==> config.mk <==
export PLATFORM = sky130hd
export DESIGN_NAME = dsm_monitor
export DESIGN_NICKNAME = d
export VERILOG_FILES = /design/src/rtl/dsm_pkg.sv /design/src/rtl/dsm_span_timer.sv /design/src/rtl/dsm_monitor.sv
export VERILOG_INCLUDE_DIRS = /design/src /design/src/rtl
export SDC_FILE = /design/constraint.sdc
export NUM_CORES = 1
export LEC_CHECK = 0
export BUFFER_PORTS_ARGS = -buffer_cell sky130_fd_sc_hd__buf_2
export CELL_PAD_IN_SITES_DETAIL_PLACEMENT = 0
export CELL_PAD_IN_SITES_GLOBAL_PLACEMENT = 1
export CORE_UTILIZATION = 35
export CTS_CLUSTER_DIAMETER = 120
export CTS_CLUSTER_SIZE = 12
export DETAILED_ROUTE_END_ITERATION = 8
export PLACE_DENSITY = 0.78
export SYNTH_ARGS = -nofsm -noshare
export SYNTH_HDL_FRONTEND = slang
export SYNTH_SLANG_ARGS = --single-unit
==> constraint.sdc <==
create_clock -name CLOCK_IN -period 2.6 [get_ports CLOCK_IN]
set_clock_uncertainty 0.15 [all_clocks]
set_input_delay 0.39 -clock CLOCK_IN [delete_from_list [all_inputs] [get_ports CLOCK_IN]]
set_output_delay 0.39 -clock CLOCK_IN [all_outputs]
set_load 0.005 [all_outputs]
==> src/rtl/dsm_monitor_regs.svh <==
// Purpose: Offsets, field positions, reset values and timing counts.
// Assumes: A 25 MHz system clock.
// Notes:   Definitions only; included by the monitor top.
`ifndef DSM_MONITOR_REGS_SVH
`define DSM_MONITOR_REGS_SVH

// ************************************************************
// Clock rate and times.
// ************************************************************
`define DSM_CLK_HZ        25000000
`define DSM_CLK_MHZ       (`DSM_CLK_HZ / 1000000)
`define DSM_DISC_TIME_S   3
`define DSM_SIM_TIME_S    10
`define DSM_DISC_CYC      (`DSM_DISC_TIME_S * `DSM_CLK_HZ)
`define DSM_SIM_CYC       (`DSM_SIM_TIME_S * `DSM_CLK_HZ)
`define DSM_TP_PERIOD_US  1000
`define DSM_TP_WIDTH_US   200
`define DSM_TP_PERIOD_CYC (`DSM_TP_PERIOD_US * `DSM_CLK_MHZ)
`define DSM_TP_WIDTH_CYC  (`DSM_TP_WIDTH_US * `DSM_CLK_MHZ)
`define DSM_TIMER_W       28
`define DSM_MAX_TAPS      32

// ************************************************************
// Register byte offsets.
// ************************************************************
`define DSM_OFS_CTRL      8'h00
`define DSM_OFS_STATUS    8'h04
`define DSM_OFS_ISTAT     8'h08
`define DSM_OFS_IMASK     8'h0c
`define DSM_OFS_NODE      8'h10

// ************************************************************
// Field positions and reset values.
// ************************************************************
`define DSM_CTRL_W        3
`define DSM_CTRL_RST      3'h4
`define DSM_INT_W         4
`define DSM_INT_SAFE      0
`define DSM_INT_OPER      1
`define DSM_INT_FAULT     2
`define DSM_INT_TPFAIL    3
`define DSM_NODE_W        5

`endif

==> src/rtl/dsm_pkg.sv <==
// Purpose: Types shared by the input monitor files.
// Assumes: Nothing beyond the register header.
// Notes:   Enum codes are the language defaults, 0 to 3 in order.
package dsm_pkg;

  // Evaluation states of the tap.
  typedef enum logic [1:0] {
    ST_SAFE,
    ST_OPER,
    ST_FLT_LOW,
    ST_FLT_HIGH
  } dsm_state_t;

  // Input status indicator drive.
  typedef struct packed {
    logic red;
    logic green;
  } dsm_led_t;

  // Control register layout, msb first.
  typedef struct packed {
    logic tp_en;
    logic lock_cmd;
    logic contact;
  } dsm_ctrl_t;

endpackage : dsm_pkg

==> src/rtl/dsm_span_timer.sv <==
// Purpose: Counts cycles of a condition and flags when a span is reached.
// Assumes: run_in is synchronous to clk_in.
// Notes:   The count saturates at the limit and clears when run drops.
`timescale 1ns/10ps

module dsm_span_timer #(
  parameter int W = 28
) (
  input  wire logic         clk_in,
  input  wire logic         rstn_in,
  input  wire logic         run_in,
  input  wire logic [W-1:0] limit_in,
  output logic              expired_out
);

  logic [W-1:0] cnt_r;  // Cycles for which run_in has held.

  // ************************************************************
  // Saturating span counter.
  // ************************************************************
  always_ff @(posedge clk_in)
  begin
    if (!rstn_in || !run_in)
    begin
      cnt_r <= '0;
    end
    else if (cnt_r != limit_in)
    begin
      cnt_r <= cnt_r + 1'b1;
    end
  end

  // The span is over once the limit has been counted.
  assign expired_out = run_in && (cnt_r == limit_in);

endmodule : dsm_span_timer

==> src/rtl/dsm_monitor.sv <==
// Purpose: Dual channel safety input evaluation inside a link tap.
// Assumes: Inputs synchronous to CLOCK_IN; sync active low reset.
// Notes:   Function
// Function
// - Switching outputs off gives safe, red.
// - Switching outputs on give green indicator.
// - Inputs disagreeing 3 s gives fault.
// - Switching fault clears after low then high.
// - Contact style sources 24V, senses return.
// - Contact channels are pulse tested.
// - Contacts open give safe, red.
// - Both contacts closed give operational, green.
// - Contacts must follow each other within 10 s.
// - Missed simultaneity window gives recoverable fault.
// - Contact fault clears after timely open, close.
// - Passive variant passes link signals unchanged.
// - Eight pin build selects lock output polarity.
// - Channel status is 1 valid, 0 safe.
// - Node address covers at most 32 taps.
`timescale 1ns/10ps
`include "dsm_monitor_regs.svh"

module dsm_monitor
  import dsm_pkg::*;
#(
  parameter int unsigned DISC_CYC    = `DSM_DISC_CYC,
  parameter int unsigned SIM_CYC     = `DSM_SIM_CYC,
  parameter int unsigned TP_PERIOD   = `DSM_TP_PERIOD_CYC,
  parameter int unsigned TP_WIDTH    = `DSM_TP_WIDTH_CYC,
  parameter bit          PASSIVE     = 1'b0,
  parameter bit          EIGHT_PIN   = 1'b1,
  parameter bit          LOCK_ENERGIZE = 1'b0
) (
  input  wire logic        CLOCK_IN,
  input  wire logic        RESETN_IN,
  input  wire logic [7:0]  ADDR_IN,
  input  wire logic [31:0] WDATA_IN,
  input  wire logic        WR_IN,
  input  wire logic        RD_IN,
  output logic [31:0]      RDATA_OUT,
  input  wire logic [1:0]  SENSE_IN,
  output logic [1:0]       SOURCE_OUT,
  output dsm_led_t         LED_OUT,
  output logic             VALID_OUT,
  output logic             GUARD_LOCK_OUT,
  input  wire logic        UP_LINK_IN,
  output logic             UP_LINK_OUT,
  input  wire logic        DEV_LINK_IN,
  output logic             DEV_LINK_OUT,
  output logic             IRQ_OUT
);

  // ************************************************************
  // Declarations.
  // ************************************************************
  localparam int TW = `DSM_TIMER_W;
  localparam int PW = $clog2(TP_PERIOD);

  dsm_ctrl_t                ctrl_r;      // Style, lock and test enable.
  logic [`DSM_INT_W-1:0]    istat_r;     // Sticky event bits.
  logic [`DSM_INT_W-1:0]    imask_r;     // Interrupt enables.
  logic [`DSM_NODE_W-1:0]   node_r;      // Tap position on the circuit.
  logic [`DSM_INT_W-1:0]    event_w;     // One cycle event pulses.
  dsm_state_t               state_r;     // Evaluation state.
  dsm_state_t               state_nxt;   // Next evaluation state.
  logic [1:0]               eval_w;      // Inputs seen by evaluation.
  logic [1:0]               held_r;      // Last input before a pulse.
  logic [1:0]               hold_w;      // Channel judged on held value.
  logic [PW-1:0]            tp_cnt_r;    // Position in test period.
  logic                     tp_ch_r;     // Channel under test.
  logic                     tp_run_w;    // Pulse testing is active.
  logic                     tp_on_w;     // A test pulse is applied.
  logic                     tp_chk_w;    // Last cycle of a pulse.
  logic                     tp_fail_w;   // Return stayed high in pulse.
  logic                     both_hi_w;   // Both channels energized.
  logic                     both_lo_w;   // Both channels off.
  logic                     expired_w;   // Disagreement span reached.
  logic                     late_r;      // A pair missed its window.
  logic [TW-1:0]            limit_w;     // Span for the input style.
  logic [1:0]               source_r;    // Contact supply drive.
  dsm_led_t                 led_r;       // Indicator drive.
  logic                     valid_r;     // Channel status bit.
  logic                     lock_r;      // Guard locking drive.
  logic                     up_r;        // Upstream link out.
  logic                     dev_r;       // Device link out.
  logic [31:0]              rdata_r;     // Read data register.

  // ************************************************************
  // Register bus slave.
  // ************************************************************

  // Writes to control, mask and node address.
  always_ff @(posedge CLOCK_IN)
  begin
    if (!RESETN_IN)
    begin
      ctrl_r  <= `DSM_CTRL_RST;
      imask_r <= '0;
      node_r  <= '0;
    end
    else if (WR_IN)
    begin
      case (ADDR_IN)
        `DSM_OFS_CTRL:  ctrl_r  <= WDATA_IN[`DSM_CTRL_W-1:0];
        `DSM_OFS_IMASK: imask_r <= WDATA_IN[`DSM_INT_W-1:0];
        // Five bits address one of 32 taps.
        `DSM_OFS_NODE:  node_r  <= WDATA_IN[`DSM_NODE_W-1:0];
        default:        ;
      endcase
    end
  end

  // Sticky status; an event in the clearing cycle is kept.
  always_ff @(posedge CLOCK_IN)
  begin
    if (!RESETN_IN)
    begin
      istat_r <= '0;
    end
    else if (WR_IN && (ADDR_IN == `DSM_OFS_ISTAT))
    begin
      istat_r <= (istat_r & ~WDATA_IN[`DSM_INT_W-1:0]) | event_w;
    end
    else
    begin
      istat_r <= istat_r | event_w;
    end
  end

  // Read data stand in the cycle after the strobe only.
  always_ff @(posedge CLOCK_IN)
  begin
    if (!RESETN_IN || !RD_IN)
    begin
      rdata_r <= '0;
    end
    else
    begin
      case (ADDR_IN)
        `DSM_OFS_CTRL:   rdata_r <= {29'h0, ctrl_r};
        `DSM_OFS_STATUS: rdata_r <= {24'h0, led_r, eval_w, valid_r,
                                     late_r, state_r};
        `DSM_OFS_ISTAT:  rdata_r <= {28'h0, istat_r};
        `DSM_OFS_IMASK:  rdata_r <= {28'h0, imask_r};
        `DSM_OFS_NODE:   rdata_r <= {27'h0, node_r};
        default:         rdata_r <= '0;
      endcase
    end
  end

  assign RDATA_OUT = rdata_r;
  assign IRQ_OUT   = |(istat_r & imask_r);

  // ************************************************************
  // Contact supply and pulse test.
  // ************************************************************

  // Switching outputs get no pulses; that device tests itself.
  assign tp_run_w = ctrl_r.contact && ctrl_r.tp_en && !PASSIVE;
  assign tp_on_w  = tp_run_w && (tp_cnt_r >= PW'(TP_PERIOD - TP_WIDTH));
  assign tp_chk_w = tp_run_w && (tp_cnt_r == PW'(TP_PERIOD - 1));
  // The return must fall while its supply is pulsed off.
  assign tp_fail_w = tp_chk_w && SENSE_IN[tp_ch_r];

  // Test period counter; channels are pulsed in turn.
  always_ff @(posedge CLOCK_IN)
  begin
    if (!RESETN_IN || !tp_run_w)
    begin
      tp_cnt_r <= '0;
      tp_ch_r  <= 1'b0;
    end
    else if (tp_chk_w)
    begin
      tp_cnt_r <= '0;
      tp_ch_r  <= ~tp_ch_r;
    end
    else
    begin
      tp_cnt_r <= tp_cnt_r + 1'b1;
    end
  end

  // Supply both contacts, dropping one during its pulse.
  always_ff @(posedge CLOCK_IN)
  begin
    if (!RESETN_IN || !ctrl_r.contact || PASSIVE)
    begin
      source_r <= 2'h0;
    end
    else
    begin
      source_r <= 2'h3;
      if (tp_on_w)
      begin
        source_r[tp_ch_r] <= 1'b0;
      end
    end
  end

  assign SOURCE_OUT = source_r;

  // Per channel: a pulsed channel is judged on its held value.
  for (genvar i = 0; i < 2; i++)
  begin : g_chan
    // The supply lags the pulse by one cycle, so the hold covers it too.
    assign hold_w[i] = (tp_on_w && (tp_ch_r == i)) ||
                       (ctrl_r.contact && !PASSIVE && !source_r[i]);
    assign eval_w[i] = hold_w[i] ? held_r[i] : SENSE_IN[i];
    always_ff @(posedge CLOCK_IN)
    begin
      if (!RESETN_IN)
      begin
        held_r[i] <= 1'b0;
      end
      else if (!hold_w[i])
      begin
        held_r[i] <= SENSE_IN[i];
      end
    end
  end

  // ************************************************************
  // Discrepancy and simultaneity timing.
  // ************************************************************
  assign both_hi_w = &eval_w;
  assign both_lo_w = ~|eval_w;
  // Three seconds for switching outputs, ten for contacts.
  assign limit_w = ctrl_r.contact ? TW'(SIM_CYC) : TW'(DISC_CYC);

  dsm_span_timer #(
    .W (TW)
  ) u_span (
    .clk_in      (CLOCK_IN),
    .rstn_in     (RESETN_IN),
    .run_in      (^eval_w),
    .limit_in    (limit_w),
    .expired_out (expired_w)
  );

  // A late pair is remembered until both channels are on again.
  always_ff @(posedge CLOCK_IN)
  begin
    if (!RESETN_IN || both_hi_w)
    begin
      late_r <= 1'b0;
    end
    else if (expired_w)
    begin
      late_r <= 1'b1;
    end
  end

  // ************************************************************
  // Evaluation state machine.
  // ************************************************************
  always_comb
  begin
    state_nxt = state_r;
    case (state_r)
      ST_SAFE:
      begin
        if (expired_w || tp_fail_w)
        begin
          state_nxt = ST_FLT_LOW;
        end
        else if (both_hi_w)
        begin
          state_nxt = ST_OPER;
        end
      end
      ST_OPER:
      begin
        if (tp_fail_w)
        begin
          state_nxt = ST_FLT_LOW;
        end
        else if (!both_hi_w)
        begin
          state_nxt = ST_SAFE;
        end
      end
      ST_FLT_LOW:
      begin
        // A late open pair does not count toward recovery.
        if (both_lo_w && !(ctrl_r.contact && late_r))
        begin
          state_nxt = ST_FLT_HIGH;
        end
      end
      ST_FLT_HIGH:
      begin
        if (ctrl_r.contact && (expired_w || tp_fail_w))
        begin
          state_nxt = ST_FLT_LOW;
        end
        else if (both_hi_w)
        begin
          state_nxt = ST_OPER;
        end
      end
      default:
      begin
        state_nxt = ST_SAFE;
      end
    endcase
    // A passive tap evaluates nothing.
    if (PASSIVE)
    begin
      state_nxt = ST_SAFE;
    end
  end

  // State register.
  always_ff @(posedge CLOCK_IN)
  begin
    if (!RESETN_IN)
    begin
      state_r <= ST_SAFE;
    end
    else
    begin
      state_r <= state_nxt;
    end
  end

  // Indicator and status follow the next state into step.
  always_ff @(posedge CLOCK_IN)
  begin
    if (!RESETN_IN)
    begin
      led_r   <= '{red: 1'b1, green: 1'b0};
      valid_r <= 1'b0;
    end
    else
    begin
      led_r.green <= (state_nxt == ST_OPER);
      led_r.red   <= (state_nxt != ST_OPER);
      valid_r     <= (state_nxt == ST_OPER);
    end
  end

  assign LED_OUT   = led_r;
  assign VALID_OUT = valid_r;

  // Events for the sticky status register.
  assign event_w[`DSM_INT_SAFE]   = (state_nxt == ST_SAFE) &&
                                    (state_r != ST_SAFE);
  assign event_w[`DSM_INT_OPER]   = (state_nxt == ST_OPER) &&
                                    (state_r != ST_OPER);
  assign event_w[`DSM_INT_FAULT]  = (state_nxt == ST_FLT_LOW) &&
                                    ((state_r == ST_SAFE) ||
                                     (state_r == ST_OPER));
  assign event_w[`DSM_INT_TPFAIL] = tp_fail_w;

  // ************************************************************
  // Guard locking output and link pass-through.
  // ************************************************************

  // The build picks whether energizing locks or unlocks.
  always_ff @(posedge CLOCK_IN)
  begin
    if (!RESETN_IN || !EIGHT_PIN)
    begin
      lock_r <= 1'b0;
    end
    else
    begin
      lock_r <= LOCK_ENERGIZE ? ctrl_r.lock_cmd
                              : !ctrl_r.lock_cmd;
    end
  end

  // Passive taps forward the link both ways, one cycle late.
  always_ff @(posedge CLOCK_IN)
  begin
    if (!RESETN_IN || !PASSIVE)
    begin
      up_r  <= 1'b0;
      dev_r <= 1'b0;
    end
    else
    begin
      dev_r <= UP_LINK_IN;
      up_r  <= DEV_LINK_IN;
    end
  end

  assign GUARD_LOCK_OUT = lock_r;
  assign UP_LINK_OUT    = up_r;
  assign DEV_LINK_OUT   = dev_r;
endmodule : dsm_monitor

==> run metrics, run 1 <==
final worst path period need approximately 2.6 ns; fmax about 380 MHz; die height 107.7 um; DP HPWL 5852 um; failing checks negative setup slack; final setup margin -0.007484 ns; cell taking the most area after synthesis dfxtp_1; Slew Limit Headroom 59.65%; Worst Max-Slew Pin Slew 0.5998 ns; root buffer cell clkbuf_8; Post-DRT Antenna Nets 0; Netlist Area Pre-Place approximately 0.0039 mm^2; worst skew pair latency roughly 0.36 ns; Synth top area share 39.92%; Final Hold Viols 0; Crit. End Element flip-flop; Main synth FF type dfxtp_1; endpoints failing setup 1; Placed Cells 631; Arr. time, crit path 2.72 ns; post-synthesis sequential area ratio 39.92%; die area 0.01160 mm^2; syn avg cell area between 8 and 9 um^2; core outline area 0.01084 mm^2; CP bufs+invs 2; gr ovfl total 0; initial drt markers 170; final non-filler cell total 648; worst hold endpoint node_r[4]; reg2reg start tp_cnt_r[5]; WP data required 2.71 ns; critical-path cell list nor4_4 -> o21ai_2 -> a32oi_1 -> mux2i_1 -> inv_1 -> ha_4 -> inv_1 -> or4_1 -> o31a_1 -> and2_4 -> a41o_1; Worst setup SP type flip-flop; synthesis-to-layout area growth 16.44%; DR vias/cell 4.966; Rows 38; EDFF count, synth 0; most frequent CP cell inv_1; GRT Util Overall 14.74%; Syn Inst Count ~450; leakage about 1.7 nW; CTS Sinks 78; final WL just over 8000 um; initial cell density of the core 36.08%; synth warn 0; first-pass iteration count of the detailed router 5; worst hold start WDATA_IN[4]; Final #Nets 557; DR vias about 3200; Hold Crit Depth 3; DRC violations left 0; Cell variety after synth 65; CTS tree done; commonest cells in the netlist dfxtp_1 (78), nor2_1 (54), nand2_1 (40); routability congestion estimate 0.7874; # diodes 0; fill count roughly 1100; asr flop ratio synth 0%; io pins 89; critical setup path kind reg -> reg; largest net degree at the start of global routing 30; worst min path class in -> reg; vias in the first global route between 2000 and 3000; Tcrit/Tclk final 100.3%; most frequent cell after synthesis dfxtp_1; initial antenna violation count 0; Synth area leaders dfxtp_1 (40%), xor2_1 (5.4%), buf_4 (5.2%), nor2_1 (5.2%), nand2_1 (3.8%); chip width 107.7 um; crit-path max cell delay roughly 0.46 ns; clk slew on worst S/H paths about 0.10 ns; Port Buffers 33; share of cells above drive strength 1 21.46%; clock buffer count from CTS 9; H-tree depth 3; Worst R2R End istat_r[2]; Max IR drop VDD 323.9 uV; Reg area about 0.0016 mm^2; Worst R2R Setup Slack -0.007 ns; fin. max-slew vios 0; power per standard cell area a little under 500 mW/mm^2; WL/cell around 12 um; CP top delay family simple AND/OR/NAND/NOR gates; maxcap violations 0; area occupied by multi-input gates approximately 0.0022 mm^2; CTS Buffer Depth 2; CTS hold repair buffers 0; slowest CP cell or4_1; RSZ-0062 raised after global routing true; FF+latch count, synth 78; status complete, but fails checks; first-pass GRT wire length 13400 um; final hold slack 0.1348 ns; CP max FO 4; Reg2Reg Depth 11
-- state kept, by name, indices dropped and copies added (netlist names) --
name	cells
VALID_OUT	1
tp_ch_r	1
u_span.cnt_r	28
held_r	2
tp_cnt_r	15
late_r	1
istat_r	4
GUARD_LOCK_OUT	1
state_r	2
SOURCE_OUT	2
ctrl_r	3
node_r	5
LED_OUT	1
RDATA_OUT	8
imask_r	4
-- where the power goes --
part           internal, mW  switching (mW)  leakage [nW]  total (mW)
clock                 0.370           0.502        0.0907       0.872
combinational        0.0510          0.0795         0.981       0.131
sequential             1.21         0.00984         0.632        1.22
total                  1.63           0.591          1.70        2.22
-- metal layers --
metal	up-vias	global-route usage, %	share of wire, %
met5	-	0	0
met4	0	5.773	1.1
met3	7	4.358	4.1
met2	62	24.27	48
met1	1513	17.92	47
li1	1636	-	-
-- worst max path at each step --
stage / from / endpoint / slack [ns] / depth (start not counted)
after floorplan: tp_cnt_r[5] / istat_r[2] / 0.01 / 11
after CTS: tp_cnt_r[6] / istat_r[2] / -0.11 / 10
after detailed placement: tp_cnt_r[5] / istat_r[0] / -0.17 / 11
final: tp_cnt_r[5] / istat_r[2] / -0.007 / 11
after global placement: tp_cnt_r[5] / istat_r[0] / -0.16 / 11
after global routing: tp_cnt_r[5] / istat_r[2] / -0.18 / 10
-- layout make-up --
class | instances | share of cell area [%]
Inverter | 20 | 1.648
Tap cell | 140 | 3.846
Clock buffer | 9 | 2.720
Multi-Input combinational cell | 332 | 47.34
Sequential cell | 78 | 34.37
Clock inverter | 7 | 1.401
Timing Repair Buffer | 62 | 8.681
-- worst register-to-register path, cell delays in order (launching register included) --
cell,delay [ns]
dfxtp_2,0.34
nor4_4,0.30
o21ai_2,0.11
a32oi_1,0.22
mux2i_1,0.14
inv_1,0.12
ha_4,0.15
inv_1,0.05
or4_1,0.46
o31a_1,0.15
and2_4,0.18
a41o_1,0.16
-- logic make-up after synthesis --
family                   share of synthesized area, %
AND/OR/NAND/NOR                                 27.54
flip-flops                                      39.92
AO/OA/AOI/OAI                                   11.80
buffers and inverters                           8.477
XOR/XNOR                                        7.837
multiplexers                                    2.399
adder cells (fa/ha/maj)                         1.919
other                                         0.09588
-- what timing repair did --
item,CTS,global route
resized for setup,6,3
setup buffers,0,1
endpoints found under the hold margin,0,0
endpoints found under the setup margin,7,7
pin swaps,9,7
cloned,0,0
-- metrics by stage --
stage               setup slack, ns  setup TNS [ns]  total power [mW]  cell area, um^2  util [%]
floorplan                   0.01070               0             1.347             4033         -
finish                    -0.007484       -0.007484             2.218             4554     42.01
detailed placement          -0.1699         -0.6837             1.369             4323     39.88
CTS                         -0.1078         -0.4944             2.249             4538     41.86
global placement            -0.1619         -0.7462             1.367             4323     39.88
global route                -0.1816         -0.9395             2.313             4554     42.01
-- cell usage in the layout (no fill, tap or decap), types with 8 or more instances in the layout --
cell type	netlist	final
a21oi_1	8	8
xnor2_1	11	11
nor2_1	54	54
nand4_1	16	16
conb_1	1	26
xor2_1	24	24
nand3_1	20	20
buf_2	1	33
clkbuf_8	0	9
dfxtp_1	78	75
o21ai_0	13	11
a21boi_0	11	11
nand2_1	40	40
buf_4	27	28
inv_1	19	18
Note: power is estimated with default switching activity, not from simulation.
==> run 2, diff against run 1 <==
--- a/config.mk
+++ b/config.mk
@@ -13,7 +13,8 @@
 export CTS_CLUSTER_DIAMETER = 120
 export CTS_CLUSTER_SIZE = 12
 export DETAILED_ROUTE_END_ITERATION = 8
-export PLACE_DENSITY = 0.78
+export PLACE_DENSITY = 0.75
 export SYNTH_ARGS = -nofsm -noshare
 export SYNTH_HDL_FRONTEND = slang
 export SYNTH_SLANG_ARGS = --single-unit
+export TNS_END_PERCENT = 30
==> constraint.sdc (replaced) <==
create_clock -name CLOCK_IN -period 2.98 [get_ports CLOCK_IN]
set_clock_uncertainty 0.15 [all_clocks]
set_input_delay 0.447 -clock CLOCK_IN [delete_from_list [all_inputs] [get_ports CLOCK_IN]]
set_output_delay 0.447 -clock CLOCK_IN [all_outputs]
set_load 0.005 [all_outputs]
==> run metrics, run 2 (same netlist as run 1, synthesis figures left out) <==
initial drt markers 133; Max IR drop VDD 325.7 uV; die area 0.01160 mm^2; clock buffer count from CTS 9; status complete, no violations; grt met2 use roughly a quarter; CTS Sinks 78; clk slew on worst S/H paths 0.08 ns; Worst Max-Slew Pin Slew 0.7372 ns; synthesis-to-layout area growth 14.81%; worst skew pair latency 0.35 ns; Slew Limit Headroom 50.40%; share of cells above drive strength 1 18.18%; Rows 38; DR vias 3161; M3 GR Usage 4.177%; crit-path max cell delay 0.46 ns; DP HPWL 6100 um; RSZ-0062 raised after global routing false; max FFs per register 28; most flop-heavy register u_span.cnt_r; Worst R2R End istat_r[2]; endpoints failing setup 0; GRT Util Overall 15.50%; final setup margin 0.1863 ns; Reg2Reg Depth 12; leakage about 1.7 nW; WL/cell 13.18 um; largest net degree at the start of global routing 29; vias in the first global route roughly 3000; critical-path cell list nor4_4 -> o21ai_1 -> nand3_1 -> o21ai_0 -> mux2i_2 -> inv_1 -> ha_1 -> inv_1 -> or4_1 -> o31a_1 -> and2_4 -> a41o_1; core outline area 0.01084 mm^2; fin area 0.004491 mm^2; worst min path class in -> reg; CP max FO 4; grt met1 use 18.91%; most frequent CP cell inv_1; setup repair bufs after CTS 0; final worst path period need 2.794 ns; Tcrit/Tclk final a little over nine tenths; WP data required 3.08 ns; fin. max-slew vios 0; DRC violations left 0; GRT Max-Usage Layer met2; die height roughly 110 um; routability congestion estimate 0.8033; worst hold start WDATA_IN[4]; initial cell density of the core between 30% and 40%; Hold Crit Depth 3; final WL 8371 um; CTS tree done; Final #Nets between 500 and 600; commonest non-fill, non-tap cells in the layout dfxtp_1 (77), nor2_1 (54), nand2_1 (40); H-tree depth 3; chip width between 100 and 150 um; Port Buffers 33; first-pass iteration count of the detailed router 5; commonest non-fill, non-tap cell in the layout dfxtp_1; Post-Place Setup Slack -0.01727 ns; Worst R2R Setup Slack 0.19 ns; reg2reg start tp_cnt_r[5]; power per standard cell area 476.8 mW/mm^2; Worst setup SP type flip-flop; maxcap violations 0; root buffer cell clkbuf_8; gr ovfl total 0; fmax roughly 360 MHz; # diodes 0; io pins 89; worst hold endpoint node_r[4]; Arr. time, crit path 2.89 ns; DP Area 0.004209 mm^2; DR vias/cell 4.978; Post-DRT Antenna Nets 0; critical setup path kind reg -> reg; Crit. End Element flip-flop; Final Hold Viols 0; initial antenna violation count 0; CTS Buffer Depth 2; first-pass GRT wire length 14100 um; slowest CP cell or4_1
[run 2: cell types whose count changed in the layout (fill, tap and decap cells not counted), moves of 2 or more]
| cell | change |
|---|---|
| buf_4 | -12 |
| inv_6 | -3 |
| inv_8 | -2 |
| bufinv_16 | +3 |
| clkinvlp_4 | -2 |
| clkbuf_1 | +2 |
| dfxtp_1 | +2 |
| dfxtp_2 | -2 |
| clkbuf_8 | +2 |
[run 2: how the worst max path moves through the flow]
| stage | slack [ns] | to | start |
|---|---|---|---|
| after detailed placement | -0.02 | istat_r[2] | tp_cnt_r[7] |
| after floorplan | 0.17 | istat_r[2] | tp_cnt_r[10] |
| after CTS | 0.05 | istat_r[2] | tp_cnt_r[7] |
| final | 0.19 | istat_r[2] | tp_cnt_r[5] |
| after global routing | 0.03 | istat_r[2] | tp_cnt_r[8] |
| after global placement | 0.04 | istat_r[2] | tp_cnt_r[7] |
[run 2: cell type report]
cell class / count / area (um^2)
clock buffer: 13 / 158.9
sequential: 78 / 1563
tap: 140 / 175.2
fill: 1112 / 6350
multi-input combinational: 332 / 2143
inverter: 20 / 75.07
timing repair buffer: 49 / 285.3
clock inverter: 3 / 90.09
[run 2: metrics by stage]
stage               util [%]  TNS (ns)  power, mW  std cells  hold slack, ns
detailed placement     38.83  -0.01727      1.193        619          0.2846
global placement       38.83         0      1.192        619          0.2846
CTS                    41.16         0      2.170        635          0.1919
finish                 41.42         0      2.141        635          0.2035
floorplan                  -         0      1.176        471          0.2645
global route           41.42         0      2.229        635          0.1992
[run 2: where the power goes]
part           switching, mW  total (mW)  leakage [nW]  internal (mW)
clock network          0.366       0.970         0.124          0.603
logic                 0.0687       0.110         0.910         0.0415
registers            0.00912        1.06         0.631           1.05
[run 2: worst max-delay path, delay by kind of cell (launching register included)]
| kind | cells | cell delay [ns] |
|---|---|---|
| flip-flops | 1 | 0.34 |
| multiplexers | 1 | 0.21 |
| AO/OA/AOI/OAI | 4 | 0.64 |
| buffers and inverters | 2 | 0.14 |
| adder cells (fa/ha/maj) | 1 | 0.17 |
| AND/OR/NAND/NOR | 4 | 1.04 |
[run 2: layer usage]
layer	up-vias	share of wire [%]
met5	-	0
met4	0	1.2
met3	6	3.2
met2	58	48
met1	1494	47
li1	1603	-
[run 2: timing repair]
action,4_1_cts,5_1_grt
pin swaps,1,2
endpoints found under the setup margin,3,7
gates cloned,0,0
hold buffers,0,0
gates resized for setup,2,5
==> run 3, diff against run 2 <==
--- a/config.mk
+++ b/config.mk
@@ -10,10 +10,10 @@
 export CELL_PAD_IN_SITES_DETAIL_PLACEMENT = 0
 export CELL_PAD_IN_SITES_GLOBAL_PLACEMENT = 1
 export CORE_UTILIZATION = 35
-export CTS_CLUSTER_DIAMETER = 120
+export CTS_CLUSTER_DIAMETER = 40
 export CTS_CLUSTER_SIZE = 12
 export DETAILED_ROUTE_END_ITERATION = 8
-export PLACE_DENSITY = 0.75
+export PLACE_DENSITY_LB_ADDON = 0.2
 export SYNTH_ARGS = -nofsm -noshare
 export SYNTH_HDL_FRONTEND = slang
 export SYNTH_SLANG_ARGS = --single-unit
==> run metrics, run 3 (same netlist as run 1, synthesis figures left out) <==
status complete, no violations; Layout Utilization 40.70%; routability congestion estimate between 0.7 and 0.8; max FFs per register 28; Port Buffers 33; Crit. End Element flip-flop; Final #Nets 546; DR vias 3106; Post-DRT Antenna Nets 0; WP data required about 3.1 ns; final worst path period need approximately 2.8 ns; gr ovfl total 0; core outline area 0.01084 mm^2; most flop-heavy register u_span.cnt_r; Max IR drop VDD 262.8 uV; worst skew pair latency roughly 0.35 ns; Slew Limit Headroom about 56%; worst min path class in -> reg; final non-filler cell total roughly 640; leakage 1.630 nW; clk slew on worst S/H paths 0.07 ns; Tcrit/Tclk final 94.28%; H-tree depth 3; initial drt markers 170; Post-Place Setup Slack -0.08192 ns; critical setup path kind reg -> reg; GRT Util Overall between 10% and 20%; worst hold start WDATA_IN[4]; DP HPWL 6289 um; Worst Setup SP tp_cnt_r[5]; Reg area 0.001562 mm^2; io pins 89; CP endpoint istat_r[2]; root buffer cell clkbuf_8; synthesis-to-layout area growth 12.80%; fmax ~360 MHz; area occupied by multi-input gates around 0.0021 mm^2; fin. max-slew vios 0; maxcap violations 0; WL/cell 13.59 um; final setup TNS 0 ns; CTS tree done; initial antenna violation count 0; first-pass iteration count of the detailed router 5; clock buffer count from CTS 9; RSZ-0062 raised after global routing false; DR vias/cell 4.891; die height 107.7 um; DRC violations left 0; commonest non-fill, non-tap cell in the layout dfxtp_1; fin area 0.004412 mm^2; CP max FO 6; Arr. time, crit path 2.89 ns; # diodes 0; Rows 38; first-pass GRT wire length 14390 um; share of cells above drive strength 1 a little under a fifth; Final Hold Viols 0; Worst Max-Slew Pin Slew 0.6542 ns; Worst R2R Setup Slack 0.17 ns; chip width 107.7 um; die area 0.01160 mm^2; CTS Sinks 78; Worst R2R End istat_r[2]; CTS hold repair buffers 0; largest net degree at the start of global routing 30; DP Area 0.004224 mm^2; vias in the first global route 2918; Placed Cells 621; reg2reg start tp_cnt_r[5]; Worst setup SP type flip-flop; power per standard cell area around 420 mW/mm^2; final WL 8628 um; Reg2Reg Depth 12; CTS Buffer Depth 2; commonest non-fill, non-tap cells in the layout dfxtp_1 (78), nor2_1 (54), nand2_1 (40); initial cell density of the core between 30% and 40%; final setup margin 0.1704 ns; endpoints failing setup 0; fill count 1133
run 3: cell count changes in the layout (fill, tap and decap cells not counted), sizes merged:
cell | previous run | this run
clkinv | 0 | 2
clkbuf | 13 | 12
buf | 49 | 51
bufinv | 3 | 0
run 3: per-layer routing:
layer	global-route usage (%)	vias to the layer above	wire length, um
met5	0	-	0
met4	6.262	0	114
met3	3.935	11	296
met2	25.32	47	4017
met1	20.91	1445	4201
li1	-	1603	-
run 3: timing repair:
item | in CTS | in global routing
endpoints found under the hold margin | 0 | 0
pin swaps | 0 | 2
setup buffers | 0 | 0
resized for setup | 2 | 6
setup endpoints to repair | 3 | 4
gates cloned | 0 | 0
run 3: worst min-delay path by stage:
stage                           endpoint  slack, ns  cells after the start
after floorplan           GUARD_LOCK_OUT       0.26                      1
after global placement         node_r[4]       0.30                      2
after detailed placement       node_r[4]       0.31                      2
after CTS                      node_r[4]       0.20                      3
after global routing          imask_r[3]       0.23                      3
final                          node_r[4]       0.22                      3
run 3: critical path: stages (launching register included):
cell       delay [ns]
dfxtp_1          0.34
nor4_4           0.32
o21ai_2          0.13
nand3_1          0.09
o21ai_0          0.10
mux2i_1          0.26
ha_1             0.31
inv_2            0.08
a2111oi_4        0.05
buf_4            0.18
a211o_2          0.33
and2_4           0.15
a41o_1           0.23
run 3: final cells by class:
cell class / count / share of cell area, %
Tap cell: 140 / 3.971
Multi-Input combinational cell: 332 / 48.61
Inverter: 20 / 1.702
Sequential cell: 78 / 35.39
Timing Repair Buffer: 51 / 6.807
Clock inverter: 2 / 0.2269
Clock buffer: 12 / 3.290
run 3: through the flow:
step / power [mW] / hold WS [ns]
after CTS: 1.874 / 0.2032
final: 1.837 / 0.2200
after global routing: 1.935 / 0.2280
after global placement: 1.195 / 0.3044
after detailed placement: 1.195 / 0.3071
after floorplan: 1.176 / 0.2645
run 3: power breakdown:
| part | internal [mW] | switching (mW) | leakage, nW | total, mW |
|---|---|---|---|---|
| sequential | 1.05 | 0.00892 | 0.630 | 1.06 |
| clock | 0.314 | 0.352 | 0.0821 | 0.666 |
| combinational | 0.0403 | 0.0694 | 0.917 | 0.110 |
